==> src/include/lsr_map.svh <==
// Command codes, field positions, timing and reset constants
`ifndef LSR_MAP_SVH
`define LSR_MAP_SVH
`define LSR_SLAVE_ADDR 7'h10
`define LSR_CMD_CONF 8'h00
`define LSR_CMD_THR_HI 8'h01
`define LSR_CMD_THR_LO 8'h02
`define LSR_CMD_PSM 8'h03
`define LSR_CMD_AMB 8'h04
`define LSR_CMD_WHITE 8'h05
`define LSR_CMD_FLAGS 8'h06
`define LSR_CONF_RST 16'h0001
`define LSR_PSM_RST 3'h0
`define LSR_CONF_SD 0
`define LSR_CONF_INT_EN 1
`define LSR_CONF_IT_HI 9
`define LSR_CONF_IT_LO 6
`define LSR_PS_EN_BIT 0
`define LSR_PS_MODE_HI 2
`define LSR_PS_MODE_LO 1
`define LSR_FLAG_RSVD 14'h0000
`define LSR_IT_25 4'hc
`define LSR_IT_50 4'h8
`define LSR_IT_100 4'h0
`define LSR_IT_200 4'h1
`define LSR_IT_400 4'h2
`define LSR_IT_800 4'h3
`define LSR_IT_25_MS 13'd25
`define LSR_IT_50_MS 13'd50
`define LSR_IT_100_MS 13'd100
`define LSR_IT_200_MS 13'd200
`define LSR_IT_400_MS 13'd400
`define LSR_IT_800_MS 13'd800
`define LSR_WAIT_M1_MS 13'd500
`define LSR_WAIT_M2_MS 13'd1000
`define LSR_WAIT_M3_MS 13'd2000
`define LSR_WAIT_M4_MS 13'd4000
`define LSR_CLK_KHZ 125000
`define LSR_BYTE_BITS 4'h8
`define LSR_LAST_BIT 4'h7
`endif

==> src/include/lsr_pkg.sv <==
// Types shared by the light sensor register block
package lsr_pkg;
    typedef enum logic [3:0] {
        BS_IDLE, BS_ADDR, BS_ADDR_ACK, BS_CMD, BS_CMD_ACK,
        BS_WDATA, BS_WACK, BS_RDATA, BS_RACK
    } lsr_bus_st_t;
    typedef enum logic [1:0] {TM_IDLE, TM_INTEG, TM_WAIT} lsr_tim_st_t;
    typedef struct packed {
        logic shutdown;
        logic [3:0] it_sel;
        logic ps_en;
        logic [1:0] ps_mode;
    } lsr_tim_cfg_t;
    typedef struct packed {
        logic [15:0] ambient;
        logic [15:0] white;
    } lsr_sample_t;
endpackage

==> src/rtl/lsr_timer.sv <==
// Measurement sequencer: integration followed by power-saving wait
`timescale 1ns/1ps
`include "lsr_map.svh"
module lsr_timer #(
    parameter int CYC_PER_MS = `LSR_CLK_KHZ
) (
    input wire logic clk,
    input wire logic sys_rst,
    input wire lsr_pkg::lsr_tim_cfg_t cfg,
    output logic integrating_r,
    output logic done_r
);
    import lsr_pkg::*;

    function automatic logic [12:0] integ_ms(input logic [3:0] sel);
        unique case (sel)
            `LSR_IT_25: integ_ms = `LSR_IT_25_MS;
            `LSR_IT_50: integ_ms = `LSR_IT_50_MS;
            `LSR_IT_100: integ_ms = `LSR_IT_100_MS;
            `LSR_IT_200: integ_ms = `LSR_IT_200_MS;
            `LSR_IT_400: integ_ms = `LSR_IT_400_MS;
            `LSR_IT_800: integ_ms = `LSR_IT_800_MS;
            default: integ_ms = `LSR_IT_100_MS;
        endcase
    endfunction

    function automatic logic [12:0] wait_ms(input logic [1:0] mode);
        unique case (mode)
            2'h0: wait_ms = `LSR_WAIT_M1_MS;
            2'h1: wait_ms = `LSR_WAIT_M2_MS;
            2'h2: wait_ms = `LSR_WAIT_M3_MS;
            2'h3: wait_ms = `LSR_WAIT_M4_MS;
        endcase
    endfunction

    lsr_tim_st_t st_r;
    logic [31:0] pre_r;
    logic [12:0] ms_r;
    logic ms_tick;
    logic integ_end;
    logic wait_end;

    assign ms_tick = (pre_r == 32'(CYC_PER_MS - 1));
    assign integ_end = ms_tick && (ms_r >= integ_ms(cfg.it_sel) - 13'd1);
    assign wait_end = ms_tick && (ms_r >= wait_ms(cfg.ps_mode) - 13'd1);

    // Millisecond prescaler
    always_ff @(posedge clk) begin
        if (sys_rst || st_r == TM_IDLE || ms_tick) begin
            pre_r <= 32'h0;
        end else begin
            pre_r <= pre_r + 32'h1;
        end
    end

    // Sequencer
    always_ff @(posedge clk) begin
        if (sys_rst || cfg.shutdown) begin
            st_r <= TM_IDLE;
            ms_r <= 13'h0;
        end else begin
            unique case (st_r)
                TM_IDLE: begin
                    st_r <= TM_INTEG;
                    ms_r <= 13'h0;
                end
                TM_INTEG: begin
                    if (integ_end) begin
                        ms_r <= 13'h0;
                        st_r <= cfg.ps_en ? TM_WAIT : TM_INTEG;
                    end else if (ms_tick) begin
                        ms_r <= ms_r + 13'h1;
                    end
                end
                TM_WAIT: begin
                    if (wait_end) begin
                        ms_r <= 13'h0;
                        st_r <= TM_INTEG;
                    end else if (ms_tick) begin
                        ms_r <= ms_r + 13'h1;
                    end
                end
            endcase
        end
    end

    // Status outputs
    always_ff @(posedge clk) begin
        if (sys_rst) begin
            done_r <= 1'b0;
            integrating_r <= 1'b0;
        end else begin
            done_r <= !cfg.shutdown && st_r == TM_INTEG && integ_end;
            integrating_r <= !cfg.shutdown && st_r == TM_INTEG;
        end
    end

    seq_next_a: assert property (@(posedge clk) disable iff (sys_rst)
        done_r |-> st_r == ($past(cfg.ps_en) ? TM_WAIT : TM_INTEG))
        else $error("wrong state after integration");
    integ_len_a: assert property (@(posedge clk) disable iff (sys_rst)
        done_r |-> $past(ms_r) + 13'd1 >= integ_ms($past(cfg.it_sel)))
        else $error("integration ended early");
    wait_len_a: assert property (@(posedge clk) disable iff (sys_rst)
        (st_r == TM_WAIT && !cfg.shutdown && ms_tick
         && ms_r == wait_ms(cfg.ps_mode) - 13'd1)
        |=> st_r == TM_INTEG && ms_r == 13'h0)
        else $error("wait did not end on time");
    sd_stop_a: assert property (@(posedge clk) disable iff (sys_rst)
        cfg.shutdown |=> st_r == TM_IDLE && !integrating_r && !done_r)
        else $error("measurement ran in shutdown");
endmodule

==> src/rtl/lsr_top.sv <==
// Light sensor command registers behind a two-wire serial slave
// Notes on behaviour
// - Code 03h holds the power-saving word, written by the bus host only.
// - Bits 2:1 of code 03h choose power-saving mode 1 to 4.
// - Bit 0 of code 03h enables power saving with the chosen mode.
// - Code 04h reads the 16-bit ambient result, high byte in 15:8.
// - Code 05h reads the 16-bit white result, high byte in 15:8.
// - Bit 15 of code 06h flags a result below the low bound.
// - Bit 14 of code 06h flags above high bound; bits 13:0 reserved.
// - Power saving stretches refresh by mode and integration time.
// - Integration codes map to 25, 50, 100, 200, 400, 800 ms.
// - Slave answers at 7-bit address 0x10; last address bit selects read.
// - Shutdown keeps the last result readable; waking resumes measuring.
`timescale 1ns/1ps
`include "lsr_map.svh"
module lsr_top #(
    parameter int CYC_PER_MS = `LSR_CLK_KHZ
) (
    input wire logic clk,
    input wire logic sys_rst,
    input wire logic scl_i,
    input wire logic sda_i,
    input wire lsr_pkg::lsr_sample_t adc_i,
    output logic sda_o_r,
    output logic sda_oe_r,
    output logic integrating_r
);
    import lsr_pkg::*;

    logic scl_m_r, scl_s_r, scl_d_r, sda_m_r, sda_s_r, sda_d_r;
    logic scl_rise, scl_fall, bus_start, bus_stop;
    lsr_bus_st_t st_r;
    logic [3:0] cnt_r;
    logic [7:0] sh_r, tx_r, cmd_r, wlsb_r;
    logic [15:0] rd_hold_r, rd_word, wr_data;
    logic rw_r, byte_hi_r, mack_r;
    logic [15:0] conf_r, thr_hi_r, thr_lo_r, amb_r, white_r;
    logic [2:0] psm_r;
    logic flag_low_r, flag_high_r;
    logic wr_commit, flags_read, meas_done, set_low, set_high, sd_w;
    lsr_tim_cfg_t tcfg;

    // Pin synchronisers and edge history
    always_ff @(posedge clk) begin
        if (sys_rst) begin
            {scl_m_r, scl_s_r, scl_d_r} <= 3'h7;
            {sda_m_r, sda_s_r, sda_d_r} <= 3'h7;
        end else begin
            {scl_m_r, scl_s_r, scl_d_r} <= {scl_i, scl_m_r, scl_s_r};
            {sda_m_r, sda_s_r, sda_d_r} <= {sda_i, sda_m_r, sda_s_r};
        end
    end

    assign scl_rise = scl_s_r && !scl_d_r;
    assign scl_fall = !scl_s_r && scl_d_r;
    assign bus_start = scl_s_r && scl_d_r && sda_d_r && !sda_s_r;
    assign bus_stop = scl_s_r && scl_d_r && !sda_d_r && sda_s_r;
    assign wr_data = {sh_r, wlsb_r};
    assign wr_commit = st_r == BS_WDATA && scl_fall && cnt_r == `LSR_BYTE_BITS
        && byte_hi_r;
    assign flags_read = st_r == BS_RDATA && scl_fall && cnt_r == `LSR_LAST_BIT
        && byte_hi_r && cmd_r == `LSR_CMD_FLAGS;

    // Read word by command; write-only codes read as zero
    always_comb begin
        unique case (cmd_r)
            `LSR_CMD_AMB: rd_word = amb_r;
            `LSR_CMD_WHITE: rd_word = white_r;
            `LSR_CMD_FLAGS: rd_word = {flag_low_r, flag_high_r,
                `LSR_FLAG_RSVD};
            default: rd_word = 16'h0000;
        endcase
    end

    // Serial slave, low byte first on the wire
    always_ff @(posedge clk) begin
        if (sys_rst) begin
            st_r <= BS_IDLE;
            cnt_r <= 4'h0;
            sh_r <= 8'h00;
            tx_r <= 8'h00;
            cmd_r <= 8'h00;
            wlsb_r <= 8'h00;
            rd_hold_r <= 16'h0000;
            rw_r <= 1'b0;
            byte_hi_r <= 1'b0;
            mack_r <= 1'b0;
            sda_oe_r <= 1'b0;
        end else if (bus_start) begin
            st_r <= BS_ADDR;
            cnt_r <= 4'h0;
            sda_oe_r <= 1'b0;
        end else if (bus_stop) begin
            st_r <= BS_IDLE;
            sda_oe_r <= 1'b0;
        end else begin
            if (scl_rise && cnt_r != `LSR_BYTE_BITS && (st_r == BS_ADDR
                || st_r == BS_CMD || st_r == BS_WDATA)) begin
                sh_r <= {sh_r[6:0], sda_s_r};
                cnt_r <= cnt_r + 4'h1;
            end
            if (scl_rise && st_r == BS_RACK) begin
                mack_r <= !sda_s_r;
            end
            if (scl_fall) begin
                unique case (st_r)
                    BS_IDLE: begin
                    end
                    BS_ADDR: begin
                        if (cnt_r == `LSR_BYTE_BITS) begin
                            cnt_r <= 4'h0;
                            if (sh_r[7:1] == `LSR_SLAVE_ADDR) begin
                                st_r <= BS_ADDR_ACK;
                                sda_oe_r <= 1'b1;
                                rw_r <= sh_r[0];
                            end else begin
                                st_r <= BS_IDLE;
                            end
                        end
                    end
                    BS_CMD: begin
                        if (cnt_r == `LSR_BYTE_BITS) begin
                            cnt_r <= 4'h0;
                            cmd_r <= sh_r;
                            byte_hi_r <= 1'b0;
                            st_r <= BS_CMD_ACK;
                            sda_oe_r <= 1'b1;
                        end
                    end
                    BS_WDATA: begin
                        if (cnt_r == `LSR_BYTE_BITS) begin
                            cnt_r <= 4'h0;
                            if (!byte_hi_r) begin
                                wlsb_r <= sh_r;
                            end
                            byte_hi_r <= !byte_hi_r;
                            st_r <= BS_WACK;
                            sda_oe_r <= 1'b1;
                        end
                    end
                    BS_ADDR_ACK: begin
                        if (rw_r) begin
                            st_r <= BS_RDATA;
                            rd_hold_r <= rd_word;
                            tx_r <= rd_word[7:0];
                            sda_oe_r <= !rd_word[7];
                            byte_hi_r <= 1'b0;
                            cnt_r <= 4'h0;
                        end else begin
                            st_r <= BS_CMD;
                            sda_oe_r <= 1'b0;
                        end
                    end
                    BS_CMD_ACK, BS_WACK: begin
                        st_r <= BS_WDATA;
                        sda_oe_r <= 1'b0;
                    end
                    BS_RDATA: begin
                        if (cnt_r == `LSR_LAST_BIT) begin
                            cnt_r <= 4'h0;
                            sda_oe_r <= 1'b0;
                            st_r <= BS_RACK;
                        end else begin
                            cnt_r <= cnt_r + 4'h1;
                            tx_r <= {tx_r[6:0], 1'b0};
                            sda_oe_r <= !tx_r[6];
                        end
                    end
                    BS_RACK: begin
                        if (mack_r) begin
                            st_r <= BS_RDATA;
                            byte_hi_r <= !byte_hi_r;
                            tx_r <= byte_hi_r ? rd_hold_r[7:0]
                                : rd_hold_r[15:8];
                            sda_oe_r <= byte_hi_r ? !rd_hold_r[7]
                                : !rd_hold_r[15];
                        end else begin
                            st_r <= BS_IDLE;
                        end
                    end
                endcase
            end
        end
    end

    // Open-drain data pin only ever pulls low
    always_ff @(posedge clk) begin
        sda_o_r <= 1'b0;
    end

    // Writable command registers
    always_ff @(posedge clk) begin
        if (sys_rst) begin
            conf_r <= `LSR_CONF_RST;
            thr_hi_r <= 16'h0000;
            thr_lo_r <= 16'h0000;
            psm_r <= `LSR_PSM_RST;
        end else if (wr_commit) begin
            unique case (cmd_r)
                `LSR_CMD_CONF: conf_r <= wr_data;
                `LSR_CMD_THR_HI: thr_hi_r <= wr_data;
                `LSR_CMD_THR_LO: thr_lo_r <= wr_data;
                `LSR_CMD_PSM: psm_r <= wr_data[2:0];
                default: begin
                end
            endcase
        end
    end

    assign sd_w = conf_r[`LSR_CONF_SD];
    assign tcfg = '{shutdown: sd_w,
        it_sel: conf_r[`LSR_CONF_IT_HI:`LSR_CONF_IT_LO],
        ps_en: psm_r[`LSR_PS_EN_BIT],
        ps_mode: psm_r[`LSR_PS_MODE_HI:`LSR_PS_MODE_LO]};

    lsr_timer #(.CYC_PER_MS(CYC_PER_MS)) u_timer (
        .clk(clk),
        .sys_rst(sys_rst),
        .cfg(tcfg),
        .integrating_r(integrating_r),
        .done_r(meas_done)
    );

    // Results are only replaced at the end of an integration
    always_ff @(posedge clk) begin
        if (sys_rst) begin
            amb_r <= 16'h0000;
            white_r <= 16'h0000;
        end else if (meas_done) begin
            amb_r <= adc_i.ambient;
            white_r <= adc_i.white;
        end
    end

    assign set_low = meas_done && conf_r[`LSR_CONF_INT_EN]
        && adc_i.ambient < thr_lo_r;
    assign set_high = meas_done && conf_r[`LSR_CONF_INT_EN]
        && adc_i.ambient > thr_hi_r;

    // Threshold flags clear on read of the status word; a set wins
    always_ff @(posedge clk) begin
        if (sys_rst) begin
            flag_low_r <= 1'b0;
            flag_high_r <= 1'b0;
        end else begin
            flag_low_r <= set_low || (flag_low_r && !flags_read);
            flag_high_r <= set_high || (flag_high_r && !flags_read);
        end
    end

    psm_write_a: assert property (@(posedge clk) disable iff (sys_rst)
        wr_commit && cmd_r == `LSR_CMD_PSM |=> psm_r == $past(wr_data[2:0]))
        else $error("power-saving word not stored");
    amb_load_a: assert property (@(posedge clk) disable iff (sys_rst)
        st_r == BS_ADDR_ACK && scl_fall && rw_r && cmd_r == `LSR_CMD_AMB
        |=> rd_hold_r == $past(amb_r) && tx_r == $past(amb_r[7:0]))
        else $error("ambient word not presented");
    white_load_a: assert property (@(posedge clk) disable iff (sys_rst)
        st_r == BS_ADDR_ACK && scl_fall && rw_r && cmd_r == `LSR_CMD_WHITE
        |=> rd_hold_r == $past(white_r))
        else $error("white word not presented");
    low_flag_a: assert property (@(posedge clk) disable iff (sys_rst)
        set_low |=> flag_low_r ##1 (flag_low_r || $past(flags_read)))
        else $error("low threshold flag lost");
    high_flag_a: assert property (@(posedge clk) disable iff (sys_rst)
        (meas_done && conf_r[`LSR_CONF_INT_EN] && adc_i.ambient > thr_hi_r)
        |=> flag_high_r)
        else $error("high threshold flag not set");
    addr_ack_a: assert property (@(posedge clk) disable iff (sys_rst)
        st_r == BS_ADDR && scl_fall && cnt_r == `LSR_BYTE_BITS
        && sh_r[7:1] == `LSR_SLAVE_ADDR |=> sda_oe_r && st_r == BS_ADDR_ACK)
        else $error("own address not acknowledged");
    sd_hold_a: assert property (@(posedge clk) disable iff (sys_rst)
        sd_w && $past(sd_w) |=> $stable(amb_r) && $stable(white_r))
        else $error("result changed in shutdown");
endmodule

==> config.mk <==
export PLATFORM = sky130hd
export DESIGN_NAME = lsr_top
export DESIGN_NICKNAME = d
export VERILOG_FILES = /design/src/include/lsr_pkg.sv /design/src/rtl/lsr_timer.sv /design/src/rtl/lsr_top.sv
export VERILOG_INCLUDE_DIRS = /design/src /design/src/include
export SDC_FILE = /design/constraint.sdc
export NUM_CORES = 1
export LEC_CHECK = 0
export BUFFER_PORTS_ARGS = -buffer_cell sky130_fd_sc_hd__buf_2
export CORE_ASPECT_RATIO = 0.8
export CORE_MARGIN = 2
export CORE_UTILIZATION = 30
export CTS_CLUSTER_DIAMETER = 50
export DETAILED_ROUTE_END_ITERATION = 12
export PLACE_DENSITY = 0.41
export SKIP_CTS_REPAIR_TIMING = 1
export SYNTH_ARGS = -nofsm -noshare
export SYNTH_HDL_FRONTEND = slang
export SYNTH_SLANG_ARGS = --single-unit
==> constraint.sdc <==
create_clock -name clk -period 4 [get_ports clk]
set_clock_uncertainty 0.15 [all_clocks]
set_input_delay 0.6 -clock clk [delete_from_list [all_inputs] [get_ports clk]]
set_output_delay 0.6 -clock clk [all_outputs]
set_load 0.005 [all_outputs]
# Word-level counts from Yosys, hierarchy flattened
# Cells that the tools add are included.
# word_totals
in_bits	36
wordCells	207
regBits	193
out_inout_bits	3
# classes
n_lt_le_gt_ge	4
eq_ne	44
bitwise	3
n_addsub	5
mux	46
reduce_logical	74
# op_table
cell	n
one-hot mux 13 bit (4 select lines)	1
one-hot mux 10 bit (5 select lines)	1
one-hot mux 16 bit (3 select lines)	1
two-way mux 13 bit	3
one-hot mux 13 bit (3 select lines)	1
two-way mux 4 bit	9
adder 32 x 1 -> 32 bit (second input constant)	1
== test 32 x 17 -> 1 bit (second input constant)	1
AND reduction 6 bit	5
two-way mux 7 bit	4
one-hot mux 4 bit (7 select lines)	1
greater-or-equal comparator 13 bit	2
logical AND 1 bit	26
== test 8 x 3 -> 1 bit (second input constant)	3
one-hot mux 7 bit (3 select lines)	1
== test 4 x 3 -> 1 bit (second input constant)	5
== test 4 x 2 -> 1 bit (second input constant)	4
== test 4 bit (second input constant)	4
== test 8 x 2 -> 1 bit (second input constant)	2
greater-than comparator 16 bit	1
less-than comparator 16 bit	1
two-way mux 1 bit	14
adder 13 x 1 -> 13 bit (second input constant)	1
subtractor 13 x 1 -> 13 bit (second input constant)	1
other kinds (34)	83

# Depth between registers and ports, before layout
# depth
depth_word	9
mapped_depth	14

# Cells and area by module
# A second synthesis with hierarchy kept.
# unflattened
cells_unflattened	1135
area_unflattened_um2	9655.5
# modules_own_cells
mod	area_each_um2	n_inst	cells_per_inst
lsr_top	6717.7	1	787
lsr_timer	2937.8	1	348

# Least setup slack after synthesis
# No wires, ideal clock.
# synth_timing
kind	reg-to-reg
startpoint	register conf_r[6]
endpoint	register u_timer.ms_r[10]
required_ns	3.772
stages_incl_launch_ff	14
path_slack_ns	1.229
n_path_buf	1
arrival_ns	2.543
path_cell_list	dfxtp_1 > nor2_1 > and2_1 > nand2_1 > ha_1 > xor2_1 > ha_1 > a21o_1 > a31oi_1 > nor3_1 > o311ai_2 > a21oi_2 > buf_2 > nor3_1
# synth_between
elab_chain_len	7
# synth_rtl
element	line_no	rtl
start: declaration	lsr_top.sv:37	logic [15:0] conf_r, thr_hi_r, thr_lo_r, amb_r, white_r;
start signal: assignment	lsr_top.sv:194	conf_r <= `LSR_CONF_RST;
start signal: assignment	lsr_top.sv:200	`LSR_CMD_CONF: conf_r <= wr_data;
== test 4 x 2 -> 1 bit (tied with other cells)	lsr_timer.sv:16	unique case (sel)
one-hot mux 10 bit (5 select lines) (*)	lsr_timer.sv:16	
subtractor 10 x 1 -> 11 bit (*)	lsr_timer.sv:44	assign integ_end = ms_tick && (ms_r >= integ_ms(cfg.it_sel) - 13'd1);
greater-or-equal comparator 13 bit (*)	lsr_timer.sv:44	
logical AND 1 bit (*)	lsr_timer.sv:44	
two-way mux 13 bit (*)	lsr_timer.sv:68	if (integ_end) begin
one-hot mux 13 bit (3 select lines) (*)	lsr_timer.sv:62	unique case (st_r)
end signal: assignment	lsr_timer.sv:72	ms_r <= ms_r + 13'h1;
end signal: assignment	lsr_timer.sv:80	ms_r <= ms_r + 13'h1;
end: declaration	lsr_timer.sv:38	logic [12:0] ms_r;
# Every way passes the cells marked *; elsewhere a longest branch is shown, timed or not.
# A chain may end at the register's enable or synchronous reset.

# Worst setup path after layout
# layout_timing
startpoint	register conf_r[6]
endpoint	register u_timer.st_r[0]
# layout_between
elab_chain_len	7
# layout_rtl
element	line_no	rtl
== test 4 x 2 -> 1 bit (tied with other cells)	lsr_timer.sv:16	
one-hot mux 10 bit (5 select lines) (*)	lsr_timer.sv:16	
subtractor 10 x 1 -> 11 bit (*)	lsr_timer.sv:44	
greater-or-equal comparator 13 bit (*)	lsr_timer.sv:44	
logical AND 1 bit (*)	lsr_timer.sv:44	
!= test 2 x 1 -> 1 bit (no line) (*)	-	
AND reduction 2 bit (no line) (*)	-	
end signal: assignment	lsr_timer.sv:70	st_r <= cfg.ps_en ? TM_WAIT : TM_INTEG;
end: declaration	lsr_timer.sv:36	lsr_tim_st_t st_r;
# Marks and branches as above.

==> metrics.txt <==
P_leak ~4 nW; Top Family by Delay on Critical Path compound AO/OA/AOI/OAI gates; DRT Pass-1 Iters 5; wire per inst 16.49 um; Final nets about 1200; port bufs 37; Placer Congestion between 0.7 and 0.8; H-tree levels 4; Hold Slack between 200 and 250 ps; Num CTS Buffers 17; core area between 30000 and 40000 um^2; crit path buf inv count 0; final period utilization roughly 78%; crit end category flip-flop; post-synthesis cell type count 72; final count of negative-setup-slack endpoints 0; Slew headroom 36.99%; VDD IR max 0.2576 mV; Initial Utilization a little under a third; Worst-path clk slew approximately 70 ps; Mapped Cells 1062; WL final around 25000 um; Post-Syn Area per Cell roughly 9 um^2; Largest stage delay, worst path 410 ps; post-route setup TNS 0 ps; final hold vios 0; Fmax approximately 320 MHz; Worst R2R Start conf_r[6]; global-route wire length before repair about 40000 um; Hold Path Depth 2; register area share after synthesis about two fifths; Pins Over Slew Limit 0; synth-to-layout area growth 11.52%; DRT antenna net count 0; Worst Path Arrival 3290 ps; number of I/O pins 39; R2R Setup Slk between 800 and 900 ps; Worst Setup SP conf_r[6]; Root Buffer clkbuf_16; initial drt markers 517; Row Count 58; Clock Tree Buf Depth 2; hold path endpoint scl_m_r; Post-synth EDFFs 0; Global Route Usage Sum 15.40%; DR vias roughly 7300; utilization after layout between 30% and 40%; Final WS setup between 800 and 900 ps; Die Wd around 200 um; Crit Path Class flip-flop to flip-flop; die height roughly 160 um; hpwl dp 17770 um; YS warnings 0; layout cells sized above 1 10.08%; Remaining DRCs 0; Setup WS pre-CTS 886.3 ps; die area around 34000 um^2; Skew-Pair Late Insertion Delay between 400 and 500 ps; ant diodes 0; Synth Area in Compound Gates between 10 and 15%; most used cell, CP ha_1; initial antenna violation count 0; flops & latches, synth ~190; status completed; Worst path slowest cell o311ai_2; Synth Flop Type dfxtp_1; Post-Synth XOR/XNOR Area under 10%; RSZ-0062 raised after global routing no; Tmin final 3112 ps; crit-path cells nor2_1 -> and2_1 -> nand2_1 -> ha_1 -> xor2_1 -> ha_1 -> a21o_1 -> a31oi_1 -> nor3_1 -> o311ai_2 -> a21oi_2 -> o211a_1; Adder-Cell Fraction of Synth Area ~9%; grt ovf 0; CP required roughly 4200 ps; post-DR vias/cell ~4.8; worst min path class input port to flip-flop; CTS tree done; multiplexer share of the synthesized area about an eighth; Sink Count 189; number of max-cap violations 0; min-delay src scl_i; Worst Path Max Fanout 14; ys async rst share 0%; PD cells around 350 nW/um^2; largest net degree at the start of global routing 75; Slew @ Worst Pin ~940 ps; Reg2Reg Depth 12; post-synthesis cell area around 9700 um^2; Worst R2R End u_timer.st_r[0]; main combinational cell family by area after synthesis simple AND/OR/NAND/NOR gates; Synth Area in Simple Gates 20.52%; startpoint types flip-flop; final total power roughly 3.7 mW; vias in the first global route ~7000
## state kept, by name, summed over array words and instances (netlist names), 6 cells and up
signal         flops
wlsb_r             8
u_timer.ms_r      13
cmd_r              8
thr_hi_r          16
tx_r               7
u_timer.pre_r     32
sh_r               8
white_r           16
conf_r             6
rd_hold_r         16
thr_lo_r          16
amb_r             16
## where the power goes
part           total, mW  internal (mW)  switching, mW
clock               1.75          0.904          0.845
sequential          1.89           1.88        0.00472
combinational      0.112         0.0406         0.0711
total               3.75           2.83          0.921
## cells in the mapped netlist, types with 12 or more instances
| master | number | area (um^2) |
|---|---|---|
| xor2_1 | 29 | 254.0 |
| nor2_1 | 176 | 660.6 |
| and3_1 | 12 | 75.07 |
| a22oi_1 | 13 | 97.59 |
| a21o_1 | 13 | 97.59 |
| nand4_1 | 20 | 125.1 |
| nand2_1 | 48 | 180.2 |
| ha_1 | 68 | 850.8 |
| inv_1 | 48 | 180.2 |
| mux2i_1 | 117 | 1171 |
| dfxtp_1 | 189 | 3784 |
| o21ai_0 | 24 | 120.1 |
| nand2b_1 | 14 | 87.58 |
| a211oi_1 | 13 | 97.59 |
| nand3_1 | 34 | 170.2 |
| buf_2 | 12 | 60.06 |
| xnor2_1 | 14 | 122.6 |
| a21oi_1 | 32 | 160.2 |
| nor3_1 | 21 | 105.1 |
| clkbuf_1 | 25 | 93.84 |
## layout by cell type (no fill, tap or decap), types with 29 or more instances in the layout
cell and n:
dfxtp_1 188, nor2_1 176, mux2i_1 117, ha_1 68, nand2_1 48, inv_1 48
buf_2 36, nand3_1 34, a21oi_1 32, xor2_1 29
## per-stage QoR
step                      area [um^2]  std cells
after floorplan                  9684       1064
after global placement          10200       1480
after detailed placement        10200       1480
after CTS                       10790       1511
after global routing            10790       1511
final                           10790       1511
## metal layers
layer	wire [um]	GRT usage [%]	vias to the layer above
met2	10230	22.01	60
met3	527	2.427	8
met1	14000	23.92	3474
li1	-	-	3782
met4	158	3.162	0
met5	0	0	-
## kinds of logic after synthesis
logic type / Yosys count
simple gates: 398
mux: 117
other cells: 2
xor+xnor: 43
buf+inv: 95
compound gates: 150
flops: 189
fa+ha+maj: 68
## worst max path at each step
stage | cells past startpoint | slack (ps) | end
after global routing | 13 | 570 | u_timer.ms_r[8]
after CTS | 12 | 890 | u_timer.st_r[0]
final | 12 | 890 | u_timer.st_r[0]
after floorplan | 13 | 1230 | u_timer.ms_r[10]
after detailed placement | 12 | 890 | u_timer.st_r[0]
after global placement | 13 | 960 | u_timer.ms_r[12]
## area by class of cell
class / instances / area [um^2]
clock inverter: 13 / 150.1
sequential: 189 / 3785
clock buffer: 18 / 439.2
multi-input combinational: 780 / 5479
fill: 3263 / 20780
tap: 420 / 525.5
inverter: 48 / 180.2
timing repair buffer: 43 / 232.7
No activity file was read; power rests on OpenSTA's default activity.
